==> src/rtl/mfe_pkg.sv <==
// What this block does
// - Current gain codes 000..101 give gain 1..32; reset code 011 (gain 8)
// - Voltage gain field at bits 26-24, same mapping, resets to gain 8
// - Reserved gain codes 110 and 111 act exactly as gain 1
// - Converter in soft reset keeps running but delivers only zero samples
// - Reset field bits 6-5: 11 both, 10 voltage, 01 current, 00 none
// - Shutdown field bits 4-3: 11 both, 10 voltage, 01 current, 00 none
// - Clearing shutdown brings back biases, clock and logic of that converter
// - Reference trim byte at bits 23-16, read/write, resets to 0x42
// - Baud field bits 15-13 selects 1200..115200; default 000 is 115200
// - Baud code takes effect only at power-up, from saved configuration
// - Older versions without baud field always run at 115200
// - Bit 12 set inverts the zero-crossing output
// - Bit 11 set gives 100 us pulses per crossing, clear toggles
// - Bit 10 set disables the zero-crossing pin
// - Bit 8 set enables single-wire automatic transmission
// - Bit 7 set enables temperature compensation of measurements
// - Bit 2 set disables the internal voltage reference
// - Unimplemented bits 31-30, 9 and 1-0 always read zero
// - Energy bit 1 accumulates; 0 stops and clears all energy registers
// - Power range byte 23-16 right-shifts active and reactive power alike
// - Bytes 15-8 and 7-0 right-shift RMS current and RMS voltage
package mfe_pkg;
  // Register byte offsets
  localparam logic [7:0]  CFG_OFS     = 8'h00;
  localparam logic [7:0]  ENRG_OFS    = 8'h04;
  localparam logic [7:0]  RANGE_OFS   = 8'h08;
  // Reset values and writable masks
  localparam logic [31:0] CFG_RST     = 32'h1B42_0000;
  localparam logic [31:0] CFG_WMASK   = 32'h3FFF_FDFC;
  localparam logic [15:0] ENRG_RST    = 16'h0000;
  localparam logic [15:0] ENRG_WMASK  = 16'h0001;
  localparam logic [31:0] RANGE_RST   = 32'h0013_0C12;
  localparam logic [31:0] RANGE_WMASK = 32'h00FF_FFFF;
  // Highest defined gain code, fixed legacy baud code
  localparam logic [2:0]  GAIN_MAX    = 3'h5;
  localparam logic [2:0]  BAUD_FIXED  = 3'h0;
  // Timing
  localparam int          CLK_PERIOD_NS = 10;
  localparam int          ZC_PULSE_NS   = 100000;
  localparam int          ZC_PULSE_CYC  = ZC_PULSE_NS / CLK_PERIOD_NS;
  // Data widths
  localparam int          SMP_W  = 24;
  localparam int          GSMP_W = 29;
  localparam int          RES_W  = 32;
  localparam int          NRG_W  = 48;

  typedef struct packed {
    logic [1:0] rsv_hi;
    logic [2:0] current_gain_code;
    logic [2:0] voltage_gain_code;
    logic [7:0] reference_trim_code;
    logic [2:0] baud_code;
    logic       zero_cross_invert;
    logic       zero_cross_pulse_mode;
    logic       zero_cross_pin_disable;
    logic       rsv9;
    logic       single_wire_enable;
    logic       temp_correction_enable;
    logic [1:0] adc_soft_reset;
    logic [1:0] adc_shutdown;
    logic       internal_reference_off;
    logic [1:0] rsv_lo;
  } mfe_cfg_t;

  typedef struct packed {
    logic [7:0] rsv;
    logic [7:0] power_shift;
    logic [7:0] current_shift;
    logic [7:0] voltage_shift;
  } mfe_range_t;
endpackage

==> src/rtl/mfe_config_bank.sv <==
// Configuration bank of the metering front end, APB slave, zero wait state
module mfe_config_bank #(
  parameter int ZC_PULSE_LEN = mfe_pkg::ZC_PULSE_CYC,
  parameter bit HAS_BAUD_SEL = 1'b1
) (
  input  wire logic                     sys_clk_i,
  input  wire logic                     srst_i,
  input  wire logic                     psel_i,
  input  wire logic                     penable_i,
  input  wire logic                     pwrite_i,
  input  wire logic [7:0]               paddr_i,
  input  wire logic [31:0]              pwdata_i,
  output logic      [31:0]              prdata_o,
  output logic                          pready_o,
  output logic                          pslverr_o,
  input  wire logic [1:0][23:0]         adc_sample_i,
  input  wire logic [1:0]               adc_valid_i,
  output logic      [1:0][28:0]         adc_sample_o,
  output logic      [1:0]               adc_valid_o,
  output logic      [1:0]               adc_power_on_o,
  output logic      [1:0][2:0]          gain_code_o,
  output logic      [7:0]               reference_trim_code_o,
  output logic                          internal_reference_off_o,
  output logic                          temp_correction_enable_o,
  output logic                          single_wire_enable_o,
  input  wire logic [2:0]               nv_baud_code_i,
  output logic      [2:0]               baud_code_o,
  input  wire logic                     zero_cross_event_i,
  output logic                          zero_cross_output_o,
  output logic                          zero_cross_oe_o,
  input  wire logic                     calc_valid_i,
  input  wire logic [3:0][31:0]         calc_result_i,
  output logic      [3:0][31:0]         scaled_result_o,
  output logic                          scaled_valid_o,
  output logic                          accumulate_on_o,
  output logic      [47:0]              energy_o
);

  mfe_pkg::mfe_cfg_t   cfg;
  mfe_pkg::mfe_range_t rng;
  logic [15:0]         enrg;
  logic                booted;
  logic                zc_toggle;
  logic [13:0]         zc_cnt;
  logic                wr_en;
  logic [31:0]         next_prdata;
  logic                next_slverr;
  logic [1:0][2:0]     ch_gain;

  // Writes land only on the access edge with pready high
  assign wr_en = psel_i & penable_i & pwrite_i & pready_o;

  // Read mux; unmapped addresses read zero and flag an error
  always_comb begin
    next_prdata = 32'h0000_0000;
    next_slverr = 1'b0;
    case (paddr_i)
      mfe_pkg::CFG_OFS:   next_prdata = cfg & mfe_pkg::CFG_WMASK;
      mfe_pkg::ENRG_OFS:  next_prdata = {16'h0000, enrg & mfe_pkg::ENRG_WMASK};
      mfe_pkg::RANGE_OFS: next_prdata = rng & mfe_pkg::RANGE_WMASK;
      default:            next_slverr = 1'b1;
    endcase
  end

  // Answer in the first access cycle; data is captured in setup
  always_ff @(posedge sys_clk_i) begin
    if (srst_i) begin
      pready_o  <= 1'b0;
      pslverr_o <= 1'b0;
      prdata_o  <= 32'h0000_0000;
    end else begin
      pready_o  <= psel_i & ~penable_i;
      pslverr_o <= psel_i & ~penable_i & next_slverr;
      prdata_o  <= (psel_i & ~penable_i & ~pwrite_i) ? next_prdata : 32'h0000_0000;
    end
  end

  // System configuration; baud field reloads from saved copy at power-up
  always_ff @(posedge sys_clk_i) begin
    if (srst_i) begin
      cfg <= mfe_pkg::CFG_RST;
    end else if (!booted) begin
      cfg.baud_code <= nv_baud_code_i;
    end else if (wr_en && paddr_i == mfe_pkg::CFG_OFS) begin
      cfg <= pwdata_i & mfe_pkg::CFG_WMASK;
    end
  end

  // Energy control and range registers
  always_ff @(posedge sys_clk_i) begin
    if (srst_i) begin
      enrg <= mfe_pkg::ENRG_RST;
      rng  <= mfe_pkg::RANGE_RST;
    end else if (wr_en) begin
      if (paddr_i == mfe_pkg::ENRG_OFS) begin
        enrg <= pwdata_i[15:0] & mfe_pkg::ENRG_WMASK;
      end
      if (paddr_i == mfe_pkg::RANGE_OFS) begin
        rng <= pwdata_i & mfe_pkg::RANGE_WMASK;
      end
    end
  end

  // baud at power-up
  // The live rate is frozen at release so a software write cannot upset the link
  always_ff @(posedge sys_clk_i) begin
    if (srst_i) begin
      booted      <= 1'b0;
      baud_code_o <= mfe_pkg::BAUD_FIXED;
    end else if (!booted) begin
      booted      <= 1'b1;
      baud_code_o <= HAS_BAUD_SEL ? nv_baud_code_i : mfe_pkg::BAUD_FIXED;
    end
  end

  // Plain control levels straight from the register
  // trim output
  assign reference_trim_code_o    = cfg.reference_trim_code;
  assign internal_reference_off_o = cfg.internal_reference_off;
  assign temp_correction_enable_o = cfg.temp_correction_enable;
  assign single_wire_enable_o     = cfg.single_wire_enable;
  assign accumulate_on_o          = enrg[0];

  assign ch_gain[0] = cfg.current_gain_code;
  assign ch_gain[1] = cfg.voltage_gain_code;

  // Per converter: index 0 current, index 1 voltage
  for (genvar c = 0; c < 2; c++) begin : g_ch
    logic [2:0] eff;
    assign eff = (ch_gain[c] > mfe_pkg::GAIN_MAX) ? 3'h0 : ch_gain[c];

    // Gained sample; shutdown stops delivery, soft reset forces zero
    always_ff @(posedge sys_clk_i) begin
      if (srst_i) begin
        adc_sample_o[c]   <= '0;
        adc_valid_o[c]    <= 1'b0;
        adc_power_on_o[c] <= 1'b1;
        gain_code_o[c]    <= 3'h3;
      end else begin
        gain_code_o[c]    <= eff;
        adc_power_on_o[c] <= ~cfg.adc_shutdown[c];
        adc_valid_o[c]    <= adc_valid_i[c] & ~cfg.adc_shutdown[c];
        if (adc_valid_i[c]) begin
          if (cfg.adc_soft_reset[c]) begin
            adc_sample_o[c] <= '0;
          end else begin
            adc_sample_o[c] <= 29'(signed'(adc_sample_i[c])) << eff;
          end
        end
      end
    end
  end

  // range shifts
  // Shift counts above 31 simply give zero; avoiding that is up to software
  always_ff @(posedge sys_clk_i) begin
    if (srst_i) begin
      scaled_result_o <= '0;
      scaled_valid_o  <= 1'b0;
    end else begin
      scaled_valid_o <= calc_valid_i;
      if (calc_valid_i) begin
        scaled_result_o[0] <= calc_result_i[0] >> rng.power_shift;
        scaled_result_o[1] <= calc_result_i[1] >> rng.power_shift;
        scaled_result_o[2] <= calc_result_i[2] >> rng.current_shift;
        scaled_result_o[3] <= calc_result_i[3] >> rng.voltage_shift;
      end
    end
  end

  always_ff @(posedge sys_clk_i) begin
    if (srst_i || !enrg[0]) begin
      energy_o <= '0;
    end else if (scaled_valid_o) begin
      energy_o <= energy_o + 48'(scaled_result_o[0]);
    end
  end

  // pulse timer
  // Pulse length counter is wide enough for the default of 10000 cycles
  always_ff @(posedge sys_clk_i) begin
    if (srst_i) begin
      zc_cnt    <= '0;
      zc_toggle <= 1'b0;
    end else begin
      if (zero_cross_event_i) begin
        zc_cnt    <= 14'(ZC_PULSE_LEN);
        zc_toggle <= ~zc_toggle;
      end else if (zc_cnt != '0) begin
        zc_cnt <= zc_cnt - 14'h1;
      end
    end
  end

  always_ff @(posedge sys_clk_i) begin
    if (srst_i) begin
      zero_cross_output_o <= 1'b0;
      zero_cross_oe_o     <= 1'b0;
    end else begin
      zero_cross_oe_o <= ~cfg.zero_cross_pin_disable;
      if (cfg.zero_cross_pin_disable) begin
        zero_cross_output_o <= 1'b0;
      end else if (cfg.zero_cross_pulse_mode) begin
        zero_cross_output_o <= (zc_cnt != '0) ^ cfg.zero_cross_invert;
      end else begin
        zero_cross_output_o <= zc_toggle ^ cfg.zero_cross_invert;
      end
    end
  end
endmodule

==> config.mk <==
export PLATFORM = sky130hd
export DESIGN_NAME = mfe_config_bank
export DESIGN_NICKNAME = d
export VERILOG_FILES = /design/src/rtl/mfe_pkg.sv /design/src/rtl/mfe_config_bank.sv
export SDC_FILE = /design/constraint.sdc
export NUM_CORES = 1
export LEC_CHECK = 0
export ABC_AREA = 1
export BUFFER_PORTS_ARGS = -buffer_cell sky130_fd_sc_hd__buf_2
export CAP_MARGIN = 20
export CORE_MARGIN = 2
export CORE_UTILIZATION = 56
export DETAILED_ROUTE_END_ITERATION = 8
export HOLD_SLACK_MARGIN = 0.1
export MAX_ROUTING_LAYER = met4
export PLACE_DENSITY = 0.91
export SLEW_MARGIN = 25
export SYNTH_ARGS = -nofsm -noshare
export SYNTH_HDL_FRONTEND = slang
export SYNTH_SLANG_ARGS = --single-unit
==> constraint.sdc <==
create_clock -name sys_clk_i -period 2.4 [get_ports sys_clk_i]
set_input_delay 0.72 -clock sys_clk_i [delete_from_list [all_inputs] [get_ports sys_clk_i]]
set_output_delay 0.72 -clock sys_clk_i [all_outputs]
set_load 0.05 [all_outputs]
======== After elaboration in Yosys (flattened, before gate mapping) ========
Cells that the tools add are included.
storage, ports and cells
  input bits .............................. 228
  bits in registers ....................... 352
  output and inout bits ................... 296
cells by class
  multiplexer cells ....................... 12
  equality and inequality tests ........... 3
  add/subtract/negate cells ............... 2
  shift-type cells ........................ 6
  reduce and logical (&&, ||, !) cells .... 13
  magnitude comparators ................... 2
  bitwise gates (word level) .............. 17
operators by type and width
  kind                                                                      count
  32-bit by 8-bit >> shifter with 32-bit output                             4
  30-bit one-hot mux with 3 select lines                                    1
  29-bit 2-to-1 mux                                                         2
  29-bit by 3-bit << shifter with 29-bit output                             2
  48-bit by 32-bit adder with 48-bit output                                 1
  14-bit 2-to-1 mux                                                         2
  16-bit 2-to-1 mux                                                         1
  14-bit nonzero test                                                       1
  14-bit by 1-bit subtractor with 14-bit output (second input constant)     1
  3-bit 2-to-1 mux                                                          3
  1-bit AND                                                                 8
  8-bit by 3-bit == test with 1-bit output (second input constant)          1
  8-bit by 4-bit == test with 1-bit output (second input constant)          1
  8-bit zero test                                                           1
  1-bit NOT                                                                 7
  3-bit greater-than comparator (second input constant)                     2
  2-bit AND reduction                                                       3
  2-bit OR reduction                                                        3
  1-bit 2-to-1 mux                                                          3
  3-bit OR reduction                                                        1
  2-bit by 1-bit inequality test with 1-bit output (second input constant)  1
  2-bit nonzero test                                                        1
  1-bit XOR                                                                 2
  1-bit logical AND                                                         1
  2 further kinds                                                           2

======== Longest topological paths before layout ========
Gate-level depths: netlist of run 1.
  depth in word-level cells ............... 6
  gate-level depth with buffers ........... 15

======== Least setup slack after synthesis of run 1 ========
OpenSTA, ideal clock, no wires.
  path kind ............................... register -> register
  start ................................... register scaled_result_o[0] (netlist bit)
  end ..................................... register energy_o[32]
  setup slack ............................. 0.217 ns
  cell stages (with the launch flop) ...... 13
  clock period less this slack ............ 2.183 ns
  arrival ................................. 2.066 ns
  path buffers ............................ 0
  required time ........................... 2.283 ns
  path through ............................ dfxtp_1 ha_1 fa_1 nand3_1 nand3_1 nand2_1 nand3_1 nand3_1 nand2_1 nand2_1 nand2_1 a21oi_1 nor2_1
on the way
  cells in the longest elaborated chain, start to end .. 1
ends and longest elaborated chain
  element                                    RTL line                text
  from (decl)                                mfe_config_bank.sv:33   output logic [3:0][31:0] scaled_result_o,
  48-bit by 32-bit adder with 48-bit output  mfe_config_bank.sv:175  energy_o <= energy_o + 48'(scaled_result_o[0]);
  to (signal assigned)                       mfe_config_bank.sv:175
  to (decl)                                  mfe_config_bank.sv:36   output logic [47:0] energy_o
Every way passes these cells.
A chain may end at the register's enable or synchronous reset.

======== Final worst setup path of run 1 ========
  start ................................... register scaled_result_o[3] (netlist bit)
  end ..................................... register energy_o[47]
The elaborated chain is that of the path after synthesis.

==> impl_metrics.tcl, run 1 <==
set metrics [dict create \
    place.detailed.hpwl_um 70600 \
    most-common-layout-cells "nand2_1 (999), nand3_1 (970), buf_2 (518), inv_1 (356), dfxtp_1 (345)" \
    num_vias 29000 \
    setup_viol 0 \
    synth_edf_count 0 \
    ys_ff_latch 350 \
    crit_chain "ha_1 > nand2_1 > nor2_1 > nand2_1 > nand2_1 > nand2_1 > nand3_1 > nand2_1 > nand2_1 > nand3_1 > nand2_1 > nor2_1" \
    power.leakage_nw 14.0 \
    synth_ff_type "dfxtp_1" \
    cpMostUsedCell "nand2_1" \
    ys.warnings.count 0 \
    ctsLongestPathBuffers 3 \
    synth-simple-area-share 0.442 \
    drt_pass1_iterations 9 \
    pwr_density_cell_mw_per_mm2 515 \
    syn_avg_cell_area_um2 5.98 \
    required_ns 2.86 \
    slew_viol_final 0 \
    die_h_um 208 \
    drive_above_1_share 0.172 \
    ant_nets 0 \
    fin_tns_setup_ns 0 \
    rsz0062_at_grt "false" \
    routed_via_density 5.90 \
    status "complete, no violations" \
    rows 74 \
    ios 524 \
    cts.clk_slew.worst_paths_ns 0.06 \
    fin_worst_skew_ns 0.0205 \
    postCtsHoldBufs 0 \
    synth_xor_area_frac 0.00973 \
    slowest_delay_ns 0.40 \
    crit_buf_inv 0 \
    cp_data_arrival_time_ns 2.71 \
    relSlewSlack 0.384 \
    cap_viol_max_count 0 \
    end_kind "flop" \
    startpoint_type "flop" \
    grt_pass1_vias 26000 \
    cp_top_family "simple AND/OR/NAND/NOR gates" \
    detail_route.iter0.violations 4036 \
    crit_type "reg -> reg" \
    clock-sinks 350 \
    p_total_mw 14.4 \
    area_growth_pct 19.4 \
    synth_top_area_frac 0.299 \
    core_mm2 0.0410 \
    fillCellCount 3899 \
    cts.htree.levels 2 \
    drc_errors 0 \
    portBuffers 519 \
    wl_um 93200 \
    timing.final.crit_share 0.939 \
    grt_start_max_net_pins 97 \
    initial_utilization 0.571 \
    cts_made_buffers 40 \
    finalHoldViolCount 0 \
    synth_area_leader_cell "dfxtp_1" \
    clk_latency_ns 0.57 \
    fin_crit_ns 2.25 \
    nets 4592 \
    multi_input_area_mm2 0.0139 \
    cts-root-buf "clkbuf_16" \
    synthTopCellsByArea "dfxtp_1 (30%), nand3_1 (21%), nand2_1 (16%), inv_1 (5.7%), a21oi_1 (5.0%)" \
    synthAdderAreaFrac 0.0185 \
    synth_cells 3912 \
    wl_per_cell_um 19.0 \
    grt_usage 0.427 \
    die_area_mm2 0.0435 \
    grt_pass1_wl_um 143000 \
    synthMuxAreaShare 0.00182 \
    synth_cell_type_count 52 \
    cts_tree "yes" \
    synth_top_family_by_area "simple AND/OR/NAND/NOR gates" \
    path_max_fanout 5 \
    overflow 0 \
    synth_compound_area_frac 0.119 \
    die_w_um 208 \
    async_flop_share 0 \
    peakVddDrop_mv 0.607 \
    seq_area_mm2 0.00701 \
    ys_seq_area_frac 0.299 \
    final_common_cell "nand2_1" \
    slowest_stage "ha_1" \
    hold_class "in -> reg" \
    place.gp.congestion 1.05 \
    antenna_found_initial 20 \
    fmax_mhz 444 \
    tightest_slew_ns 0.924 \
    synth_area_mm2 0.0234 \
]
-- power breakdown --
group | internal, mW | switching (mW) | total [mW]
clock network | 3.74 | 2.58 | 6.32
logic | 0.613 | 1.42 | 2.03
registers | 5.95 | 0.108 | 6.06
total | 10.3 | 4.10 | 14.4
-- final cells by class --
type,instances,area share
sequential,350,0.251
multi-input combinational,2932,0.496
clock inverter,15,0.00604
inverter,374,0.0504
timing repair buffer,632,0.130
clock buffer,56,0.0419
antenna,20,0.00179
tap,532,0.0238
-- path summary, 6_finish.rpt --
path                   startpoint                   end  slack, ns  depth (start not counted)
max            scaled_result_o[3]          energy_o[47]       0.15                         12
max reg2reg    scaled_result_o[3]          energy_o[47]       0.15                         12
min                  pwdata_i[24]               cfg[24]       0.37                          3
min reg2reg  scaled_result_o[124]  scaled_result_o[124]       0.46                          2
-- per-layer routing --
metal	global-route usage	up-vias	share of wire	wire, um
met3	0.0830	368	0.11	9850
li1	-	13900	-	-
met1	0.523	12900	0.39	36400
met5	-	-	0	0
met2	0.658	1825	0.44	41100
met4	0.240	0	0.062	5770
-- cells in the mapped netlist, drive strengths merged, types with 23 or more instances --
library cell  number
nand3            975
nor2             303
dfxtp            350
o21ai            145
clkbuf           127
ha                33
nand4             38
a21oi            235
xor2              23
o211ai            49
buf              130
a31oi             25
inv              370
nand2           1004
-- registers in the layout, indices dropped and copies added, names as in the netlist, 8 cells and up --
name / count
adc_sample_o: 58
zc_cnt: 14
energy_o: 48
reference_trim_code_o: 8
scaled_result_o: 128
rng: 24
prdata_o: 30
cfg: 16
-- cells by family (layout without fill, tap and decap cells) --
logic type	after synthesis	in the layout
other	1	22
buffers and inverters	631	1077
adder cells (fa/ha/maj)	34	34
flip-flops	350	350
multiplexers	4	4
XOR/XNOR	26	26
AO/OA/AOI/OAI	503	503
AND/OR/NAND/NOR	2363	2363
-- repair_timing --
item | 4_1_cts | 5_1_grt
gates resized for setup | 0 | 2
setup buffers | 0 | 0
endpoints found under the setup margin | 0 | 8
-- tightest hold or removal path, stage by stage --
cell and delay (ns):
buf_2 0.08, nand2_1 0.04, o211ai_1 0.06
-- through the flow --
| stage | setup WS [ns] | std cells | hold WS [ns] | utilization | area, um^2 |
|---|---|---|---|---|---|
| after global placement | 0.123 | 4820 | 0.438 | 0.647 | 26600 |
| after global routing | 0.000492 | 4910 | 0.387 | 0.682 | 28000 |
| final | 0.147 | 4911 | 0.373 | 0.682 | 28000 |
| after detailed placement | 0.0800 | 4820 | 0.445 | 0.647 | 26600 |
| after floorplan | 0.217 | 3913 | 0.380 | - | 23400 |
| after CTS | 0.120 | 4891 | 0.358 | 0.680 | 27900 |
(Power assumes the default switching activity.)
==> inputs of run 2 (changes only) <==
--- a/config.mk
+++ b/config.mk
@@ -14,6 +14,7 @@
 export HOLD_SLACK_MARGIN = 0.1
 export MAX_ROUTING_LAYER = met4
 export PLACE_DENSITY = 0.91
+export REMOVE_ABC_BUFFERS = 1
 export SLEW_MARGIN = 25
 export SYNTH_ARGS = -nofsm -noshare
 export SYNTH_HDL_FRONTEND = slang
==> run 2 against run 1 <==
Effect of this change:
- sequential share of layout area down 0.060 points
- core utilization up 0.16 points
- first-iteration DRC count down 12%
- register-to-register slack about the same
- highest routed layer unchanged
==> impl_metrics.tcl, run 2 (synthesis results as in run 1) <==
set metrics [dict create \
    status "complete, no violations" \
    drt_pass1_iterations 9 \
    num_vias 29000 \
    p_seq_frac 0.412 \
    path_max_fanout 4 \
    startpoint_type "flop" \
    final_common_cell "nand2_1" \
    timing.final.crit_share 0.935 \
    holdWs_ns 0.361 \
    ctsLongestPathBuffers 3 \
    detail_route.iter0.violations 3548 \
    switching_share 0.287 \
    required_ns 2.88 \
    portBuffers 519 \
    hold_class "in -> reg" \
    wl_um 93100 \
    most-common-layout-cells "nand2_1 (998), nand3_1 (970), buf_2 (518), inv_1 (356), dfxtp_1 (345)" \
    rsz0062_at_grt "false" \
    cts-root-buf "clkbuf_16" \
    overflow 0 \
    slew_viol_final 0 \
    grt_pass1_vias 26100 \
    final_cell_area_mm2 0.0280 \
    largest_reg_flops 128 \
    die_h_um 208 \
    ant_nets 0 \
    core_mm2 0.0410 \
    cts.clk_slew.worst_paths_ns 0.06 \
    reg_top3 "scaled_result_o x128, adc_sample_o x58, energy_o x48" \
    power.leakage_nw 14.0 \
    initial_utilization 0.571 \
    fmax_mhz 446 \
    grt_usage 0.423 \
    top_register "scaled_result_o" \
    p_clk_frac 0.451 \
    area_growth_pct 19.7 \
    tightest_slew_ns 0.777 \
    crit_type "reg -> reg" \
    rows 74 \
    wl_per_cell_um 18.9 \
    internal-power_mw 10.5 \
    cts.htree.levels 2 \
    worstReg2RegStart "scaled_result_o[14]" \
    ios 524 \
    clock-sinks 350 \
    nets 4593 \
    cts_tree "yes" \
    grt_pass1_wl_um 143000 \
    drive_above_1_share 0.173 \
    fin_worst_skew_ns 0.0255 \
    fin_crit_ns 2.24 \
    p_comb_frac 0.138 \
    cap_viol_max_count 0 \
    cp_data_arrival_time_ns 2.72 \
    place.gp.congestion 1.03 \
    finalHoldViolCount 0 \
    cts_made_buffers 40 \
    pwr_density_cell_mw_per_mm2 526 \
    routed_via_density 5.89 \
    antenna_found_initial 18 \
    clk_latency_ns 0.59 \
    hp-start "pwdata_i[28]" \
    die_w_um 208 \
    end_kind "flop" \
    setup_viol 0 \
    drc_errors 0 \
    timing.critical_path.from "scaled_result_o[14]" \
    place.detailed.hpwl_um 69200 \
    die_area_mm2 0.0435 \
    p_sw_mw 4.22 \
    relSlewSlack 0.480 \
    grt_start_max_net_pins 94 \
    peakVddDrop_mv 0.603 \
    dpl_cell_area_mm2 0.0266 \
]
run 2: changes by cell type in the layout (fill, tap and decap cells not counted), sizes merged:
cell      change
buf           +1
clkinv        +1
bufinv        +2
inv           +3
clkinvlp      -1
clkbuf        -3
diode         +2
run 2: area by class of cell:
type / count / area (um^2)
multi-input combinational: 2932 / 13900
fill: 3804 / 13000
sequential: 350 / 7010
timing repair buffer: 633 / 3620
inverter: 374 / 1410
clock buffer: 53 / 1150
tap: 532 / 666
clock inverter: 20 / 253
antenna: 22 / 55.1
run 2: per-layer routing:
metal | GRT usage | up-vias | part of all wire
li1 | - | 13900 | -
met1 | 0.526 | 13000 | 0.39
met2 | 0.639 | 1762 | 0.43
met3 | 0.0904 | 351 | 0.11
met4 | 0.236 | 0 | 0.065
met5 | - | - | 0
run 2: power groups by stage:
stage | logic [mW] | registers, mW | clock network, mW
6_report | 2.03 | 6.06 | 6.64
3_5_place_dp | 1.98 | 6.18 | 0
5_1_grt | 2.19 | 6.07 | 6.87
4_1_cts | 1.99 | 6.06 | 6.63
2_1_floorplan | 0.854 | 6.56 | 0
3_3_place_gp | 1.96 | 6.18 | 0
run 2: per-stage QoR:
stage / util / setup WS [ns] / power, mW / cells / TNS (ns)
floorplan: - / -1.91 / 7.41 / 3656 / -189.51
global placement: 0.647 / 0.0830 / 8.14 / 4821 / 0
detailed placement: 0.647 / 0.0572 / 8.16 / 4821 / 0
CTS: 0.682 / 0.0651 / 14.7 / 4894 / 0
global route: 0.683 / 0.0409 / 15.1 / 4912 / 0
finish: 0.683 / 0.157 / 14.7 / 4916 / 0
run 2: worst max-delay path, cell delays in order, from the launching register on:
cell and delay (ns):
dfxtp_1 0.38, ha_1 0.43, nand2_1 0.12, nor2_1 0.25
nand2_1 0.12, inv_1 0.11, nand4_1 0.13, nand3_1 0.16
nand2_1 0.06, nand2_1 0.18, nand3_1 0.11, nand2_1 0.07
nor2_1 0.04
run 2: repair_timing:
action,4_1_cts,5_1_grt
endpoints found under the setup margin,0,9
resized for setup,0,4
buffers inserted,0,0
hold buffers,0,0
run 2: worst paths after layout:
| kind | end | slack [ns] | cells past startpoint |
|---|---|---|---|
| max | energy_o[44] | 0.16 | 12 |
| min reg2reg | adc_power_on_o[0] | 0.44 | 1 |
| min | cfg[28] | 0.36 | 3 |
| max reg2reg | energy_o[44] | 0.16 | 12 |
